$ cat src/gprp_consts.vh
`ifndef GPRP_CONSTS_VH
`define GPRP_CONSTS_VH

// Register byte offsets
`define GPRP_CFG_OFF     8'h00
`define GPRP_STAT_OFF    8'h04
`define GPRP_PRED_LO_OFF 8'h08
`define GPRP_PRED_HI_OFF 8'h0c
`define GPRP_ACT_LO_OFF  8'h10
`define GPRP_ACT_HI_OFF  8'h14
`define GPRP_VAL_LO_OFF  8'h18
`define GPRP_VAL_HI_OFF  8'h1c

// Configuration fields
`define GPRP_CFG_GLB_LSB 0
`define GPRP_CFG_GLB_MSB 7
`define GPRP_CFG_CT_LSB  8
`define GPRP_CFG_CT_MSB  10
`define GPRP_CFG_DYN_BIT 16
`define GPRP_STAT_ERR_BIT 16
`define GPRP_CFG_RESET   32'h0000_0000

// Addressable register numbers
`define GPRP_REG_SPAN    10'h080
`define GPRP_CT_MAX      3'h4

// Operand addressing modes
`define GPRP_MD_REL      2'h0
`define GPRP_MD_ABS      2'h1
`define GPRP_MD_IDX_OFF  2'h2
`define GPRP_MD_IDX_AR   2'h3

// Pixel state codes
`define GPRP_PS_ACTIVE   2'h0
`define GPRP_PS_IN_BRANCH 2'h1
`define GPRP_PS_IN_CONT  2'h2
`define GPRP_PS_IN_BREAK 2'h3

`endif

$ cat src/gprp_partition.v
// Operation
// - Absolute mode: register number is physical 0-127
// - Otherwise relative to wavefront's allocated base
// - Globals limited to 128 minus twice temporaries
// - Globals removed from private register pool
// - Config register holds global count; agent programs
// - Absolute mode chosen per operand independently
// - Indexed: number plus offset or address X
// - Even and odd temporaries in separate sections
// - Stall cross-wavefront read of unretired global write
// - Top register numbers select clause temporaries
// - Temporaries need not survive between clauses
// - First slot of a wavefront is odd
// - Physical order global, temporaries, private
// - Globals plus temporaries fit lowest 128
// - Globals only in dynamic allocation mode
// - Predicate 64 bits, per clause, gates writes
// - Active mask takes predicate set at clause end
// - Valid mask updated by pixel kill instruction
// - Valid and active masks equal width
// - Two-bit state per pixel, four states
//
// Our own choices: the APB slave port and the placing of the registers.
`timescale 1ns/10ps
`default_nettype none
`include "gprp_consts.vh"

module gprp_partition #(
  parameter PIX = 64,
  parameter [9:0] POOL = 10'h100
) (
  // Clock and reset
  input wire ref_clk,
  input wire rstn,
  // APB slave
  input wire psel,
  input wire penable,
  input wire pwrite,
  input wire [7:0] paddr,
  input wire [31:0] pwdata,
  output wire pready,
  output reg [31:0] prdata,
  output wire pslverr,
  // Operand issue
  input wire issue_valid,
  input wire issue_first,
  output wire issue_ready,
  input wire [8:0] wave_base,
  input wire [6:0] src_num,
  input wire [1:0] src_mode,
  input wire [6:0] src_off,
  input wire [6:0] dst_num,
  input wire [1:0] dst_mode,
  input wire [6:0] dst_off,
  input wire dst_we,
  input wire pred_use,
  // Address register load
  input wire address_load_move,
  input wire [8:0] addr_x_data,
  // Translated operands
  output reg out_valid,
  output reg out_odd,
  output reg [9:0] src_phys,
  output reg src_ct,
  output reg [9:0] dst_phys,
  output reg dst_ct,
  output reg [PIX-1:0] wr_mask,
  // Clause and pixel control
  input wire wave_start,
  input wire alu_clause_launch,
  input wire clause_end,
  input wire load_active,
  input wire pred_we,
  input wire [PIX-1:0] pred_lanes,
  input wire [PIX-1:0] pred_val,
  input wire predicate_set_ops,
  input wire pixel_kill_instruction,
  input wire [PIX-1:0] kill_lanes,
  input wire pstate_we,
  input wire [PIX-1:0] pstate_lanes,
  input wire [1:0] pstate_code,
  // Mask and state view
  output wire [PIX-1:0] pred_mask,
  output wire [PIX-1:0] active_mask,
  output wire [PIX-1:0] valid_mask,
  output wire [2*PIX-1:0] pixel_state
);

  ////////////////////////////////////////////////////////////////////////////
  reg [7:0] glb_cfg_q;
  reg [2:0] ct_cfg_q;
  reg dyn_q;
  reg err_q;
  reg [8:0] addr_x_q;
  reg slot_odd_q;
  reg pend_v_q;
  reg pend_odd_q;
  reg [9:0] pend_addr_q;
  reg [PIX-1:0] pred_q;
  reg [PIX-1:0] pset_q;
  reg [PIX-1:0] active_q;
  // Valid shares PIX with active, so the widths cannot drift apart
  reg [PIX-1:0] valid_q;
  reg [2*PIX-1:0] ps_q;

  wire [9:0] glb_lim;
  wire [7:0] glb_eff;
  wire [9:0] priv_avail;
  wire cur_odd;
  wire [10:0] src_x;
  wire [10:0] dst_x;
  wire src_glb;
  wire dst_glb;
  wire stall;
  wire setup;
  wire wr_acc;
  wire err_set;

  // Full reset word kept; only the fields below are stored
  localparam [31:0] CFG_RST = `GPRP_CFG_RESET;

  // Room left for globals after both temporary sections
  assign glb_lim = `GPRP_REG_SPAN - {6'h0, ct_cfg_q, 1'b0};
  assign glb_eff = ({2'h0, glb_cfg_q} > glb_lim) ? glb_lim[7:0] : glb_cfg_q;
  assign priv_avail = POOL - {2'h0, glb_eff} - {6'h0, ct_cfg_q, 1'b0};

  ////////////////////////////////////////////////////////////////////////////
  // Non-relative modes reach the shared space only in dynamic mode
  function shared_sel;
    input [1:0] md;
    input dyn;
    begin
      shared_sel = (md != `GPRP_MD_REL) && dyn;
    end
  endfunction

  ////////////////////////////////////////////////////////////////////////////
  // Maps one operand to {temp flag, physical address}
  function [10:0] xlate;
    input [6:0] rn;
    input [1:0] md;
    input [6:0] off;
    input [8:0] arx;
    input [8:0] wb;
    input [7:0] g;
    input [2:0] t;
    input odd;
    input dyn;
    reg [9:0] e;
    reg [9:0] ct_lo;
    begin
      ct_lo = `GPRP_REG_SPAN - {7'h0, t};
      e = 10'h0;
      xlate = 11'h0;
      case (md)
        `GPRP_MD_ABS: begin
          e = {3'h0, rn};
        end
        `GPRP_MD_IDX_OFF: begin
          e = {3'h0, rn} + {3'h0, off};
        end
        `GPRP_MD_IDX_AR: begin
          e = {3'h0, rn} + {1'b0, arx};
        end
        default: begin
          e = {3'h0, rn};
        end
      endcase
      // Shared modes fall back to relative mapping (temporaries or private) when not in dynamic mode
      if (shared_sel(md, dyn)) begin
        // Absolute space may run past globals into temporaries
        xlate = {1'b0, e};
      end else if ({3'h0, rn} >= ct_lo) begin
        // Each parity has its own section, so no bank clash; nothing
        // clears a section at clause start, so contents are undefined
        xlate = {1'b1, {2'h0, g} + (odd ? {7'h0, t} : 10'h0)
                 + ({3'h0, rn} - ct_lo)};
      end else begin
        xlate = {1'b0, {2'h0, g} + {6'h0, t, 1'b0} + {1'b0, wb}
                 + {3'h0, rn}};
      end
    end
  endfunction

  ////////////////////////////////////////////////////////////////////////////
  assign cur_odd = issue_first ? 1'b1 : ~slot_odd_q;
  assign src_x = xlate(src_num, src_mode, src_off, addr_x_q, wave_base,
                       glb_eff, ct_cfg_q, cur_odd, dyn_q);
  assign dst_x = xlate(dst_num, dst_mode, dst_off, addr_x_q, wave_base,
                       glb_eff, ct_cfg_q, cur_odd, dyn_q);
  assign src_glb = shared_sel(src_mode, dyn_q) && (src_x[9:0] < {2'h0, glb_eff});
  assign dst_glb = shared_sel(dst_mode, dyn_q) && (dst_x[9:0] < {2'h0, glb_eff});
  // Only the last accepted write is tracked: visibility lags one group
  // Write from last group is not yet visible to the other wavefront
  assign stall = issue_valid && pend_v_q && (pend_odd_q != cur_odd) && src_glb
                 && (src_x[9:0] == pend_addr_q);
  assign issue_ready = ~stall;
  assign err_set = issue_valid && ~stall && (src_x[9:0] >= POOL || dst_x[9:0] >= POOL
                   || ((src_mode != `GPRP_MD_REL || dst_mode != `GPRP_MD_REL) && ~dyn_q));

  always @(posedge ref_clk or negedge rstn) begin
    if (!rstn) begin
      slot_odd_q <= 1'b0;
      pend_v_q <= 1'b0;
      pend_odd_q <= 1'b0;
      pend_addr_q <= 10'h0;
      out_valid <= 1'b0;
      out_odd <= 1'b0;
      src_phys <= 10'h0;
      src_ct <= 1'b0;
      dst_phys <= 10'h0;
      dst_ct <= 1'b0;
      wr_mask <= {PIX{1'b0}};
      addr_x_q <= 9'h0;
    end else begin
      out_valid <= issue_valid && ~stall;
      // Retires one group later, which releases any stalled reader
      pend_v_q <= 1'b0;
      if (address_load_move) begin
        addr_x_q <= addr_x_data;
      end
      if (issue_valid && ~stall) begin
        slot_odd_q <= cur_odd;
        out_odd <= cur_odd;
        src_phys <= src_x[9:0];
        src_ct <= src_x[10];
        dst_phys <= dst_x[9:0];
        dst_ct <= dst_x[10];
        pend_v_q <= dst_we && dst_glb;
        pend_odd_q <= cur_odd;
        pend_addr_q <= dst_x[9:0];
        // Skipped or killed pixels never write, whatever the predicate
        wr_mask <= (pred_use ? pred_q : {PIX{1'b1}}) & active_q & valid_q
                   & {PIX{dst_we}};
      end
    end
  end

  ////////////////////////////////////////////////////////////////////////////
  // Pixel masks
  always @(posedge ref_clk or negedge rstn) begin
    if (!rstn) begin
      pred_q <= {PIX{1'b0}};
      pset_q <= {PIX{1'b0}};
      active_q <= {PIX{1'b1}};
      valid_q <= {PIX{1'b1}};
    end else begin
      if (wave_start) begin
        active_q <= {PIX{1'b1}};
        valid_q <= {PIX{1'b1}};
      end else begin
        if (clause_end && load_active) begin
          active_q <= pset_q;
        end
        if (pixel_kill_instruction) begin
          valid_q <= valid_q & ~kill_lanes;
        end
      end
      // Predicate lives for one clause only
      // Launch wins over a predicate write landing in the same cycle
      if (alu_clause_launch) begin
        pred_q <= {PIX{1'b0}};
      end else if (pred_we) begin
        pred_q <= (pred_q & ~pred_lanes) | (pred_val & pred_lanes);
      end
      // Deferred until clause end, held as latest result
      if (predicate_set_ops) begin
        pset_q <= (pred_q & ~pred_lanes) | (pred_val & pred_lanes);
      end
    end
  end

  genvar gi;
  generate
    for (gi = 0; gi < PIX; gi = gi + 1) begin : g_pix
      always @(posedge ref_clk or negedge rstn) begin
        if (!rstn) begin
          ps_q[2*gi+1:2*gi] <= `GPRP_PS_ACTIVE;
        end else if (wave_start) begin
          ps_q[2*gi+1:2*gi] <= `GPRP_PS_ACTIVE;
        end else if (pstate_we && pstate_lanes[gi]) begin
          ps_q[2*gi+1:2*gi] <= pstate_code;
        end
      end
    end
  endgenerate

  assign pred_mask = pred_q;
  assign active_mask = active_q;
  assign valid_mask = valid_q;
  assign pixel_state = ps_q;

  ////////////////////////////////////////////////////////////////////////////
  // APB slave, zero wait states; read data sampled in setup
  // A write in the same access phase shows only on the next read
  function mapped;
    input [7:0] a;
    begin
      mapped = (a[1:0] == 2'h0) && (a <= `GPRP_VAL_HI_OFF);
    end
  endfunction

  assign setup = psel && ~penable;
  assign wr_acc = psel && penable && pwrite && mapped(paddr);
  assign pready = 1'b1;
  assign pslverr = psel && penable && ~mapped(paddr);

  always @(posedge ref_clk or negedge rstn) begin
    if (!rstn) begin
      glb_cfg_q <= CFG_RST[`GPRP_CFG_GLB_MSB:`GPRP_CFG_GLB_LSB];
      ct_cfg_q <= CFG_RST[`GPRP_CFG_CT_MSB:`GPRP_CFG_CT_LSB];
      dyn_q <= CFG_RST[`GPRP_CFG_DYN_BIT];
      err_q <= 1'b0;
      prdata <= 32'h0;
    end else begin
      if (wr_acc && paddr == `GPRP_CFG_OFF) begin
        glb_cfg_q <= pwdata[`GPRP_CFG_GLB_MSB:`GPRP_CFG_GLB_LSB];
        ct_cfg_q <= (pwdata[`GPRP_CFG_CT_MSB:`GPRP_CFG_CT_LSB] > `GPRP_CT_MAX) ?
                    `GPRP_CT_MAX : pwdata[`GPRP_CFG_CT_MSB:`GPRP_CFG_CT_LSB];
        dyn_q <= pwdata[`GPRP_CFG_DYN_BIT];
      end
      // Set beats a write-one clear in the same cycle
      if (err_set) begin
        err_q <= 1'b1;
      end else if (wr_acc && paddr == `GPRP_STAT_OFF && pwdata[`GPRP_STAT_ERR_BIT]) begin
        err_q <= 1'b0;
      end
      if (setup) begin
        case (paddr)
          `GPRP_CFG_OFF: prdata <= {15'h0, dyn_q, 5'h0, ct_cfg_q, glb_cfg_q};
          `GPRP_STAT_OFF: prdata <= {15'h0, err_q, glb_eff, priv_avail[7:0]};
          `GPRP_PRED_LO_OFF: prdata <= pred_q[31:0];
          `GPRP_PRED_HI_OFF: prdata <= pred_q[PIX-1:32];
          `GPRP_ACT_LO_OFF: prdata <= active_q[31:0];
          `GPRP_ACT_HI_OFF: prdata <= active_q[PIX-1:32];
          `GPRP_VAL_LO_OFF: prdata <= valid_q[31:0];
          `GPRP_VAL_HI_OFF: prdata <= valid_q[PIX-1:32];
          default: prdata <= 32'h0;
        endcase
      end
    end
  end

endmodule
`default_nettype wire

$ cat config.mk
export PLATFORM = sky130hd
export DESIGN_NAME = gprp_partition
export DESIGN_NICKNAME = d
export VERILOG_FILES = /design/src/gprp_partition.v
export VERILOG_INCLUDE_DIRS = /design/src
export SDC_FILE = /design/constraint.sdc
export NUM_CORES = 1
export LEC_CHECK = 0
export BUFFER_PORTS_ARGS = -buffer_cell sky130_fd_sc_hd__buf_2
export CAP_MARGIN = 20
export CELL_PAD_IN_SITES_DETAIL_PLACEMENT = 1
export CELL_PAD_IN_SITES_GLOBAL_PLACEMENT = 2
export CORE_AREA = 2 2 316 318
export DETAILED_ROUTE_END_ITERATION = 10
export DIE_AREA = 0 0 318 320
export PLACE_DENSITY = 0.78
export SETUP_SLACK_MARGIN = 0.1
export SLEW_MARGIN = 30
export SYNTH_ARGS = -nofsm -noshare
export SYNTH_HDL_FRONTEND = slang
export SYNTH_SLANG_ARGS = --single-unit
$ cat constraint.sdc
create_clock -name ref_clk -period 13.9 [get_ports ref_clk]
set_input_delay 1.39 -clock ref_clk [delete_from_list [all_inputs] [get_ports ref_clk]]
set_output_delay 1.39 -clock ref_clk [all_outputs]
set_load 0.02 [all_outputs]
Word level (Yosys, flattened, before mapping)
Cells that the tools add are included.
W data, S select, Z words.
{"block": "totals", "reg_bits": 527, "input_bits": 366, "output_inout_bits": 443, "wordCells": 445}
{"block": "op_classes", "n_addsub": 17, "n_lt_le_gt_ge": 9, "eq_ne": 13, "mux": 149, "n_bitwise": 14, "reduce_logical": 161}
{"cell": "$mux W64", "count": 7}
{"cell": "$and A64 B64 Y64", "count": 6}
{"cell": "$mux W2", "count": 128}
{"cell": "$pmux W32 S8", "count": 1}
{"cell": "$reduce_bool A2 Y1", "count": 70}
{"cell": "$not A64 Y64", "count": 2}
{"cell": "$logic_and A1 B1 Y1", "count": 86}
{"cell": "$or A64 B64 Y64", "count": 1}
{"cell": "$mux W11", "count": 4}
{"cell": "$pmux W10 S2", "count": 2}
{"cell": "$eq A8 B5 Y1 const B", "count": 4}
{"cell": "$add A10 B7 Y10", "count": 2}
{"cell": "$add A7 B9 Y10", "count": 2}
{"cell": "$ge A10 B9 Y1 const B", "count": 2}
{"cell": "$ge A7 B10 Y1", "count": 2}
{"cell": "$lt A10 B8 Y1", "count": 2}
{"cell": "$add A7 B7 Y8", "count": 2}
{"cell": "$eq A8 B4 Y1 const B", "count": 2}
{"cell": "$add A10 B10 Y10", "count": 1}
{"cell": "$add A9 B10 Y10", "count": 1}
{"cell": "$add A9 B9 Y10", "count": 1}
{"cell": "$eq A10 B10 Y1", "count": 1}
{"cell": "$gt A8 B10 Y1", "count": 1}
{"cell": "$sub A7 B10 Y10", "count": 1}
{"cell": "19 further kinds", "count": 32}

Longest topological paths before layout
Gate-level depths: netlist of run 1.
{"block": "depth", "ltp_word": 16, "ltp_mapped": 41, "mapped_depth_nobuf": 38}

Least setup slack after synthesis of run 1
No wires, ideal clock.
{"block": "synth_timing", "path_type": "register -> output", "from": "register ct_cfg_q[0]", "to": "output port issue_ready", "t_arrival_ns": 7.872, "required_ns": 12.510, "setup_slack_ns": 4.638, "path_stages_with_launch": 36, "path_buffers": 1, "path_cell_list": "dfrtp_1 -> inv_1 -> ha_1 -> nand2_1 -> inv_1 -> ha_1 -> o21ai_0 -> a221o_1 -> o21a_2 -> nand2b_1 -> buf_2 -> o21ai_1 -> xnor2_1 -> ha_1 -> inv_1 -> o41ai_1 -> o311ai_2 -> a21oi_1 -> xnor2_1 -> fa_1 -> inv_1 -> ha_1 -> o31a_1 -> a211o_1 -> o211ai_1 -> o211a_1 -> nor2_1 -> ha_1 -> a211oi_1 -> nand2_1 -> nor4_1 -> o2111a_1 -> nand3_1 -> or4_1 -> nor4_1 -> nand3_1"}
{"block": "synth_via", "elab_chain_cells": 13, "elab_cells_between_ends": 20, "classes_between": "add/sub (8); order compare (3); eq/ne (1); mux (4); bitwise (1); reduce/logical (3)"}
{"element": "start, declared", "line": "gprp_partition.v:91", "source": "reg [2:0] ct_cfg_q;"}
{"element": "start signal, assigned", "line": "gprp_partition.v:311", "source": "ct_cfg_q <= CFG_RST[`GPRP_CFG_CT_MSB:`GPRP_CFG_CT_LSB];"}
{"element": "start signal, assigned", "line": "gprp_partition.v:318", "source": "ct_cfg_q <= (pwdata[`GPRP_CFG_CT_MSB:`GPRP_CFG_CT_LSB] > `GPRP_CT_MAX) ?"}
{"element": "$sub A8 B4 Y9 (no source line)"}
{"element": "$gt A8 B10 Y1", "line": "gprp_partition.v:124", "source": "assign glb_eff = ({2'h0, glb_cfg_q} > glb_lim) ? glb_lim[7:0] : glb_cfg_q;"}
{"element": "$mux W8", "line": "gprp_partition.v:124"}
{"element": "$add A8 B4 Y9", "line": "gprp_partition.v:179", "source": "xlate = {1'b0, {2'h0, g} + {6'h0, t, 1'b0} + {1'b0, wb}"}
{"element": "$add A9 B9 Y10", "line": "gprp_partition.v:179"}
{"element": "$add A10 B7 Y10", "line": "gprp_partition.v:180", "source": "+ {3'h0, rn}};"}
{"element": "$mux W11 *", "line": "gprp_partition.v:173", "source": "end else if ({3'h0, rn} >= ct_lo) begin"}
{"element": "$mux W11 *", "line": "gprp_partition.v:170", "source": "if (shared_sel(md, dyn)) begin"}
{"element": "via src_x[7]", "line": "gprp_partition.v:110", "source": "wire [10:0] src_x;"}
{"element": "$lt A10 B8 Y1", "line": "gprp_partition.v:191", "source": "assign src_glb = shared_sel(src_mode, dyn_q) && (src_x[9:0] < {2'h0, glb_eff});"}
{"element": "$logic_and A1 B1 Y1", "line": "gprp_partition.v:191"}
{"element": "$logic_and A1 B1 Y1", "line": "gprp_partition.v:195", "source": "assign stall = issue_valid && pend_v_q && (pend_odd_q != cur_odd) && src_glb"}
{"element": "$logic_and A1 B1 Y1 *", "line": "gprp_partition.v:196", "source": "&& (src_x[9:0] == pend_addr_q);"}
{"element": "$not A1 Y1 *", "line": "gprp_partition.v:197", "source": "assign issue_ready = ~stall;"}
{"element": "end, declared", "line": "gprp_partition.v:47", "source": "output wire issue_ready,"}
The timed path passes the listed nets; every way through them passes the cells marked *.

Worst setup path in the final report of run 1
Same ends and word-level chain as after synthesis.

==> flow_summary.toml, run 1 <==
[cts]
worstSkewPairLatency_ps = 660
cts_max_level = 3
clkSlewWorstSetupHoldPaths_ps = 60
cts_tree = "built"
hold_buffers = 0
cts_buffer_depth = 3
post_cts_resized = 0
post-cts-setup-buffer-count = 0
cts_buffers = 68
clock-sinks = 527
cts_root_buf = "clkbuf_16"

[global_route]
grt_pass1_vias = 28780
antenna_found_initial = 37
grt_max_degree = 140
grt_pass1_wl_um = 200000
grt_overflow_total = 0
grt_usage = 0.263

[pwr]
p_leak_nw = 17.6
p_comb_frac = 0.189
vdd_drop_max_v = 0.0000754
pwr-share-clk = 0.409
power-per-cell-area_nw_per_um2 = 120
switching_power_w = 0.00142
p_int_w = 0.00300
seq_power_share = 0.402
sw_frac_of_total = 0.322

[critical_path]
path_max_fanout = 10
crit_slowest_cell = "nor4_1"
path_common_cell = "ha_1"
critPathArrivalTime_ps = 10580
crit_type = "register to output pin"
cp_data_required_time_ps = 12510
slowest_delay_ps = 710
end_kind = "output pin"
worst_setup_path_start_kind = "register"

[yosys]
syn_area_um2 = 29400
synth-edff-count = 0
synthCells = 3204
ys_seq_area_frac = 0.454
ys.flop_type = "dfrtp_1"
ys_warn_count = 0
synth.distinct_cells = 78
synth_nets = 3718
synth_async_sr_flop_share = 1.00
avgSynthCellArea_um2 = 9.18
ys_ff_latch = 527

[timing]
slew_violations = 0
period_minus_slack_ps = 11970
clock_skew_ps = 30.4
rsz0062_at_grt = "no"
fin_crit_sh = 0.861
tightest_slew_ps = 1010
max-slew-margin-rel = 0.324
setup_viol = 0
hold_viol = 0
setup_tns_ps = 0
fmax_mhz = 83.5

[floorplan]
start_util = 0.300
ios = 809
fp.dieW_um = 318
dieArea_um2 = 102000
die_h_um = 320
rows = 115
fp.coreArea_um2 = 98000

[layout]
final_nets = 4413
drive_gt1_frac = 0.285
area_delta_synth_final_pct = 25.5
final_util = 0.377

[status]
status = "complete, no violations"

[drt]
ant_nets = 0
drt_first_pass_iters = 7
vias = 28396
drtIter0Drc = 1882
drc = 0
vias_per_cell = 5.40
wirelength_um = 137000
wl_per_cell_um = 26.1

[placement]
dp_hpwl_um = 98700
routabilityCongestion = 0.902
io_buffers = 787

[hold_path]
hp-class = "register to register"

[job]
maxCapViolCount = 0
-- per-stage QoR --
stage	cell area, um^2	worst slack [ps]	cells	power, W	hold WS [ps]
finish	36900	1930	5261	0.00442	479
global route	36900	1200	5254	0.00461	504
CTS	36800	1980	5240	0.00447	480
detailed placement	34600	2730	5115	0.00263	466
global placement	34600	2850	5115	0.00262	461
floorplan	29400	4640	3204	0.00224	448
-- cells in the mapped netlist (all sizes together), types with 44 or more instances --
cell type | instances | area (um^2)
nand2 | 531 | 1990
dfrtp | 399 | 9980
a21oi | 387 | 1940
nand3 | 225 | 1130
clkbuf | 166 | 623
nor2 | 155 | 582
inv | 138 | 518
dfstp | 128 | 3360
ha | 125 | 1560
a21o | 82 | 616
o21ai | 79 | 395
a22o | 78 | 683
a22oi | 76 | 571
mux2i | 73 | 731
and3 | 72 | 450
a211o | 68 | 596
mux2 | 44 | 495
-- registers in the layout (all words and copies together) (netlist names), 3 cells and up --
signal	count
pred_mask	64
ct_cfg_q	3
pixel_state	128
addr_x_q	9
active_mask	64
pset_q	64
wr_mask	64
src_phys	10
pend_addr_q	10
glb_cfg_q	8
prdata	32
valid_mask	64
-- cell families after synthesis --
family,count (synthesis),synth area share
multiplexers,117,0.0417
AO/OA/AOI/OAI,925,0.208
XOR/XNOR,65,0.0198
adder cells (fa/ha/maj),149,0.0692
other,1,0.000127
AND/OR/NAND/NOR,1084,0.163
buffers and inverters,336,0.0447
flip-flops,527,0.454
-- area by class of cell --
class | count | area [um^2]
Antenna cell | 20 | 50.0
Clock buffer | 105 | 2030
Clock inverter | 20 | 226
Fill cell | 11579 | 61100
Inverter | 138 | 518
Multi-Input combinational cell | 2341 | 14800
Sequential cell | 527 | 13300
Tap cell | 1287 | 1610
Timing Repair Buffer | 823 | 4300
-- cell usage in the layout (no fill, tap or decap), types with 7 or more instances in the layout --
cell type | netlist | routed
mux2i_1 | 73 | 73
xnor2_1 | 39 | 39
o21a_1 | 11 | 11
a22oi_1 | 76 | 76
a22o_1 | 78 | 78
nor3_1 | 20 | 15
diode_2 | 0 | 20
nor2_1 | 155 | 151
buf_4 | 4 | 34
a211oi_1 | 17 | 17
xor2_1 | 25 | 25
and3_1 | 72 | 72
clkbuf_8 | 0 | 18
a21oi_1 | 386 | 386
mux2_2 | 44 | 44
nor4_1 | 7 | 7
o31ai_1 | 9 | 9
nand3_1 | 225 | 225
nand2_1 | 531 | 530
nor2b_1 | 11 | 10
o211ai_1 | 16 | 16
ha_1 | 125 | 125
o21ai_0 | 77 | 77
buf_2 | 8 | 780
a41oi_1 | 20 | 20
inv_1 | 137 | 137
clkbuf_1 | 166 | 19
fa_1 | 23 | 23
a21o_1 | 82 | 82
nand2b_1 | 23 | 23
a211o_1 | 68 | 68
clkbuf_16 | 0 | 69
o21bai_1 | 9 | 9
dfstp_2 | 128 | 128
dfrtp_1 | 399 | 399
a221oi_1 | 12 | 12
-- routing by layer --
metal | track usage | share of wire
met3 | 0.0582 | 0.064
met2 | 0.443 | 0.48
met1 | 0.335 | 0.42
met4 | 0.0839 | 0.026
met5 | 0 | 0.0014
-- critical path, delay by kind of cell (launching register included) --
family                   cells  cell delay (ps)
AND/OR/NAND/NOR              9             2650
adder cells (fa/ha/maj)      6             1910
buffers and inverters        5              790
AO/OA/AOI/OAI               13             3340
XOR/XNOR                     2              530
flip-flops                   1              690
-- final timing paths --
path                                    startpoint                        end  slack [ps]  cells after the start
max                        ct_cfg_q[0]$_DFFE_PN0P_                issue_ready        1930                     35
min                          prdata[4]$_DFFE_PN0P_      prdata[4]$_DFFE_PN0P_         480                      2
max reg2reg                ct_cfg_q[0]$_DFFE_PN0P_    src_phys[1]$_DFFE_PN0P_        2920                     37
min reg2reg                  prdata[4]$_DFFE_PN0P_      prdata[4]$_DFFE_PN0P_         480                      2
max in group asynchronous                     rstn  pred_mask[49]$_DFFE_PN0P_       10280                      4
min in group asynchronous                     rstn    addr_x_q[0]$_DFFE_PN0P_         700                      1
-- power groups by stage --
stage,clock network [W],registers [W],logic (W)
floorplan,0,0.00187,0.000373
global placement,0,0.00180,0.000823
detailed placement,0,0.00180,0.000833
CTS,0.00186,0.00178,0.000838
global route,0.00191,0.00179,0.000910
finish,0.00181,0.00178,0.000834
Power figures use the tool's default switching activity.
==> run 2: changes to the inputs <==
ABC_AREA = 1   (was not set)
CAP_MARGIN = not set   (was 20)
CORE_AREA = 2 2 315 317   (was 2 2 316 318)
DIE_AREA = 0 0 317 319   (was 0 0 318 320)
==> run 2 against run 1 <==
  * Sequential power is essentially flat
  * Synthesized cell count grew 3.6%
  * Final cell count grew 3.1%
  * Largest cell class is now sequential cells
  * Largest power group unchanged
  * Highest routed layer unchanged
==> flow_summary.toml, run 2 <==
[status]
status = "complete, no violations"

[yosys]
synth_xor_area_frac = 0.0130
synthMuxAreaShare = 0.0536
synthCells = 3319
ys_seq_area_frac = 0.470
synthTopCellsByArea = "dfrtp_1 35%, dfstp_2 12%, nand2_1 12%"
ys_warn_count = 0
synth.distinct_cells = 56
synth-edff-count = 0
synth_top_family_by_area = "simple AND/OR/NAND/NOR gates"
syn_area_um2 = 28400
synth_async_sr_flop_share = 1.00
synthDominantCellAreaShare = 0.352
synth_nets = 3833
ys_top_cells_by_count = "886 x nand2_1, 399 x dfrtp_1, 388 x inv_1, 216 x nor2_1, 205 x a21oi_1"
synthAdderAreaFrac = 0.0713
synth_compound_area_frac = 0.147
synth.largest_area_cell = "dfrtp_1"
synthSimpleGateAreaFrac = 0.172
ys_ff_latch = 527
avgSynthCellArea_um2 = 8.55
synth_most_common_cell = "nand2_1"
ys.flop_type = "dfrtp_1"

[placement]
routabilityCongestion = 0.886
dp_hpwl_um = 107000
io_buffers = 787

[drt]
vias_per_cell = 5.08
drtIter0Drc = 1711
drc = 0
wl_per_cell_um = 26.1
ant_nets = 0
drt_first_pass_iters = 5
vias = 27574
wirelength_um = 141000

[layout]
final_nets = 4573
drive_gt1_frac = 0.298
final_util = 0.369
largest_reg_flops = 128
area_delta_synth_final_pct = 27.2
final_cell_mix = "878 x nand2_1, 784 x buf_2, 399 x dfrtp_1, 385 x inv_1, 213 x nor2_1"
final_common_cell = "nand2_1"

[cts]
worstSkewPairLatency_ps = 630
clkSlewWorstSetupHoldPaths_ps = 60
cts_root_buf = "clkbuf_16"
clock-sinks = 527
cts_buffer_depth = 3
post-cts-setup-buffer-count = 0
cts_buffers = 66
cts_tree = "built"
cts_max_level = 3
hold_buffers = 0
post_cts_resized = 0

[floorplan]
dieArea_um2 = 101000
start_util = 0.290
fp.coreArea_um2 = 97700
ios = 809
fp.dieW_um = 317
rows = 115
die_h_um = 319

[global_route]
grt_overflow_total = 0
grt_max_degree = 147
grt_usage = 0.275
grt_pass1_vias = 28416
antenna_found_initial = 42
grt_pass1_wl_um = 201000

[timing]
setup_viol = 0
tightest_slew_ps = 993
fin_crit_sh = 0.775
hold_viol = 0
setup_tns_ps = 0
period_minus_slack_ps = 10770
fmax_mhz = 92.9
slew_violations = 0
max-slew-margin-rel = 0.338
clock_skew_ps = 24.4
rsz0062_at_grt = "no"

[critical_path]
crit_type = "register to output pin"
path_max_fanout = 10
critPathArrivalTime_ps = 9380
end_kind = "output pin"
crit_slowest_cell = "dfrtp_1"
r2r_setup_slack_ps = 3770
cp_data_required_time_ps = 12510
slowest_delay_ps = 600
path_common_cell = "nand2_1"
worst_setup_path_start_kind = "register"

[job]
maxCapViolCount = 0

[pwr]
power_w = 0.00459
vdd_drop_max_v = 0.0000948
p_leak_nw = 19.2
power-per-cell-area_nw_per_um2 = 127

[hold_path]
hp-class = "register to register"
-- run 2: worst paths after layout --
kind	cells past startpoint	from	to
worst min-delay path	2	valid_mask[6]$_DFFE_PN1P_	valid_mask[6]$_DFFE_PN1P_
worst max-delay path	42	ct_cfg_q[0]$_DFFE_PN0P_	issue_ready
max in group asynchronous	4	rstn	pixel_state[21]$_DFFE_PN0P_
worst min register to register	2	valid_mask[6]$_DFFE_PN1P_	valid_mask[6]$_DFFE_PN1P_
min in group asynchronous	1	rstn	wr_mask[30]$_DFFE_PN0P_
worst max register to register	44	ct_cfg_q[0]$_DFFE_PN0P_	wr_mask[57]$_DFFE_PN0P_
-- run 2: final cells by class --
cell class | instances | area (um^2)
antenna | 24 | 60.1
inverter | 390 | 1470
clock inverter | 23 | 352
sequential | 527 | 13300
clock buffer | 98 | 1950
tap | 1287 | 1610
multi-input combinational | 2252 | 13000
timing repair buffer | 822 | 4250
fill | 11862 | 61600
-- run 2: critical path, delay by kind of cell, from the launching register on --
family	cells	cell delay, ps
XOR/XNOR	2	600
adder cells (fa/ha/maj)	7	2360
AO/OA/AOI/OAI	2	300
flip-flops	1	600
AND/OR/NAND/NOR	23	3630
buffers and inverters	8	1250
-- run 2: stage by stage --
step / hold WS [ps] / worst slack (ps) / instances / cell area, um^2
final: 470 / 3130 / 5423 / 36100
after global routing: 489 / 2440 / 5416 / 36100
after CTS: 473 / 3030 / 5399 / 36000
after detailed placement: 463 / 3700 / 5278 / 33700
after global placement: 456 / 3870 / 5278 / 33700
after floorplan: 449 / 6160 / 3319 / 28400
-- run 2: power by group --
part / switching (W) / leakage (nW) / internal, W
Sequential: 0.0000873 / 6.48 / 0.00169
Clock: 0.000737 / 1.12 / 0.00111
Combinational: 0.000658 / 11.6 / 0.000308
Total: 0.00148 / 19.2 / 0.00310
-- run 2: layer usage --
metal  up-vias  track usage  share of wire
li1      12566            -              -
met1     13893        0.341           0.41
met2       855        0.462           0.48
met3       242       0.0623          0.062
met4        18        0.106          0.039
met5         -            0        0.00071
-- run 2: logic make-up after synthesis --
| kind of cell | after synthesis |
|---|---|
| AOI/OAI and AO/OA | 699 |
| xor gates and xnor gates | 42 |
| adders and majority gates | 148 |
| buffers and inverters | 540 |
| DFF | 527 |
| muxes | 135 |
| other | 1 |
| and+or+nand+nor | 1227 |
==> run 3: changes to the inputs <==
CORE_AREA = not set   (was 2 2 315 317)
CORE_ASPECT_RATIO = 1.25   (was not set)
CORE_UTILIZATION = 28   (was not set)
DIE_AREA = not set   (was 0 0 317 319)
PLACE_DENSITY = 0.79   (was 0.78)
clock period = 9.1 ns   (was 13.9 ns; I/O delays follow)
==> run 3 against run 2 <==
  * Cell area grew 0.77%
  * Largest cell class unchanged
  * Count of clock-buffer cells in the layout shrank 10
  * Highest routed layer unchanged
  * Global-route usage shrank 0.091 points
  * Register-to-register slack lost 1900 ps
  * Non-clock buffer count grew 40
  * Combinational power grew 58%
  * Via count grew 0.63%
  * Critical endpoint unchanged
  * First-iteration DRC count shrank 4.0%
==> flow_summary.toml, run 3 (synthesis gave the netlist of run 2 again) <==
[cts]
cts_root_buf = "clkbuf_16"
worstSkewPairLatency_ps = 660
cts_max_level = 2
hold_buffers = 0
clkSlewWorstSetupHoldPaths_ps = 60
cts_tree = "built"
clock-sinks = 527
cts_buffer_depth = 3
cts_buffers = 60

[drt]
drc = 0
wirelength_um = 144000
wl_per_cell_um = 26.3
drt_first_pass_iters = 5
drtIter0Drc = 1643
ant_nets = 0
vias = 27749
vias_per_cell = 5.06

[timing]
rsz0062_at_grt = "no"
fmax_mhz = 121
max-slew-margin-rel = 0.313
tightest_slew_ps = 1000
fin_crit_sh = 0.908
clock_skew_ps = 38.9
slew_violations = 0
setup_viol = 0
period_minus_slack_ps = 8270
hold_viol = 0
setup_tns_ps = 0

[floorplan]
ios = 809
dieArea_um2 = 103000
rows = 130
die_h_um = 358
start_util = 0.282
fp.coreArea_um2 = 101000
fp.dieW_um = 287

[global_route]
grtUsageMet1 = 0.320
use_met3 = 0.0703
top_usage_layer = "met2"
grt_pass1_wl_um = 204000
gr-usage-met2 = 0.470
grt_pass1_vias = 28745
antenna_found_initial = 41
grt_usage = 0.274
grt_max_degree = 158
grt_overflow_total = 0

[layout]
multi_input_area_um2 = 13100
final_util = 0.362
final_nets = 4607
area_delta_synth_final_pct = 28.1
final_cell_mix = "876 x nand2_1, 783 x buf_2, 398 x dfrtp_1, 384 x inv_1, 213 x nor2_1"
seq_area_um2 = 13300
largest_reg_flops = 128
final_common_cell = "nand2_1"
nFillCells = 12099
drive_gt1_frac = 0.306

[critical_path]
critPathArrivalTime_ps = 7360
r2r_setup_slack_ps = 1830
cp_data_required_time_ps = 8190
end_kind = "output pin"
worst_setup_path_start_kind = "register"
path_max_fanout = 6
crit_type = "register to output pin"
crit_slowest_cell = "fa_1"
path_common_cell = "nand2_1"
slowest_delay_ps = 480

[pwr]
sw_frac_of_total = 0.327
pwr-share-clk = 0.391
seq_power_share = 0.390
p_int_w = 0.00467
p_comb_frac = 0.219
p_leak_nw = 19.4
vdd_drop_max_v = 0.000151
power-per-cell-area_nw_per_um2 = 191
switching_power_w = 0.00227

[hold_path]
hp-class = "primary input to async pin"

[placement]
routabilityCongestion = 0.910
io_buffers = 787
dp_hpwl_um = 111000

[job]
maxCapViolCount = 0

[status]
status = "complete, no violations"
## run 3: cell count changes in the layout (fill, tap and decap cells not counted), sizes merged
cell / before / now
clkbuf: 98 / 88
buf: 822 / 862
clkinv: 12 / 13
diode: 24 / 17
clkinvlp: 4 / 3
bufinv: 7 / 9
## run 3: layer usage
layer  routed length [um]  vias to the layer above
met2                70300                      904
met1                56300                    13956
met3                10200                      257
met5                  169                        -
met4                 7080                       26
li1                     -                    12606
## run 3: metrics by stage
| step | power [W] | cells | cell area, um^2 | hold WS, ps | worst slack, ps |
|---|---|---|---|---|---|
| 2_1_floorplan | 0.00354 | 3319 | 28400 | 449 | 1840 |
| 4_1_cts | 0.00701 | 5462 | 36200 | 294 | 311 |
| 5_1_grt | 0.00723 | 5480 | 36400 | 341 | 156 |
| 3_5_place_dp | 0.00426 | 5349 | 34100 | 460 | 1070 |
| 6_report | 0.00694 | 5481 | 36400 | 303 | 835 |
| 3_3_place_gp | 0.00424 | 5349 | 34100 | 458 | 1090 |
## run 3: worst max-delay path, delay by kind of cell (launching register included)
| kind | cells | cell delay (ps) |
|---|---|---|
| xor gates and xnor gates | 2 | 350 |
| and+or+nand+nor | 23 | 2770 |
| AOI/OAI and AO/OA | 2 | 270 |
| DFF | 1 | 430 |
| buffers and inverters | 9 | 760 |
| adders and majority gates | 7 | 2130 |
## run 3: worst paths after layout
path,from,end,cells past startpoint
worst max-delay path,ct_cfg_q[1]$_DFFE_PN0P_,issue_ready,43
worst max register to register,ct_cfg_q[1]$_DFFE_PN0P_,wr_mask[44]$_DFFE_PN0P_,45
worst min-delay path,rstn,src_phys[8]$_DFFE_PN0P_,1
worst min register to register,valid_mask[39]$_DFFE_PN1P_,valid_mask[39]$_DFFE_PN1P_,2
min in group ref_clk,kill_lanes[6],valid_mask[6]$_DFFE_PN1P_,4
max in group asynchronous,rstn,pred_mask[14]$_DFFE_PN0P_,3
## run 3: final cells by class
type,count,area share
Tap cell,1320,0.0454
Inverter,390,0.0405
Sequential cell,527,0.367
Multi-Input combinational cell,2252,0.359
Antenna cell,17,0.00117
Clock buffer,88,0.0486
Timing Repair Buffer,862,0.127
Clock inverter,25,0.0111
## run 3: power by group through the flow
stage | sequential (W) | combinational, W | clock, W
after floorplan | 0.00291 | 0.000632 | 0
after detailed placement | 0.00274 | 0.00152 | 0
after global routing | 0.00273 | 0.00166 | 0.00284
after CTS | 0.00271 | 0.00153 | 0.00277
final | 0.00271 | 0.00152 | 0.00271
after global placement | 0.00274 | 0.00151 | 0
## run 3: what timing repair did
action	4_1_cts	5_1_grt
resized for setup	0	9
setup buffers	0	1
endpoints found under the setup margin	0	1
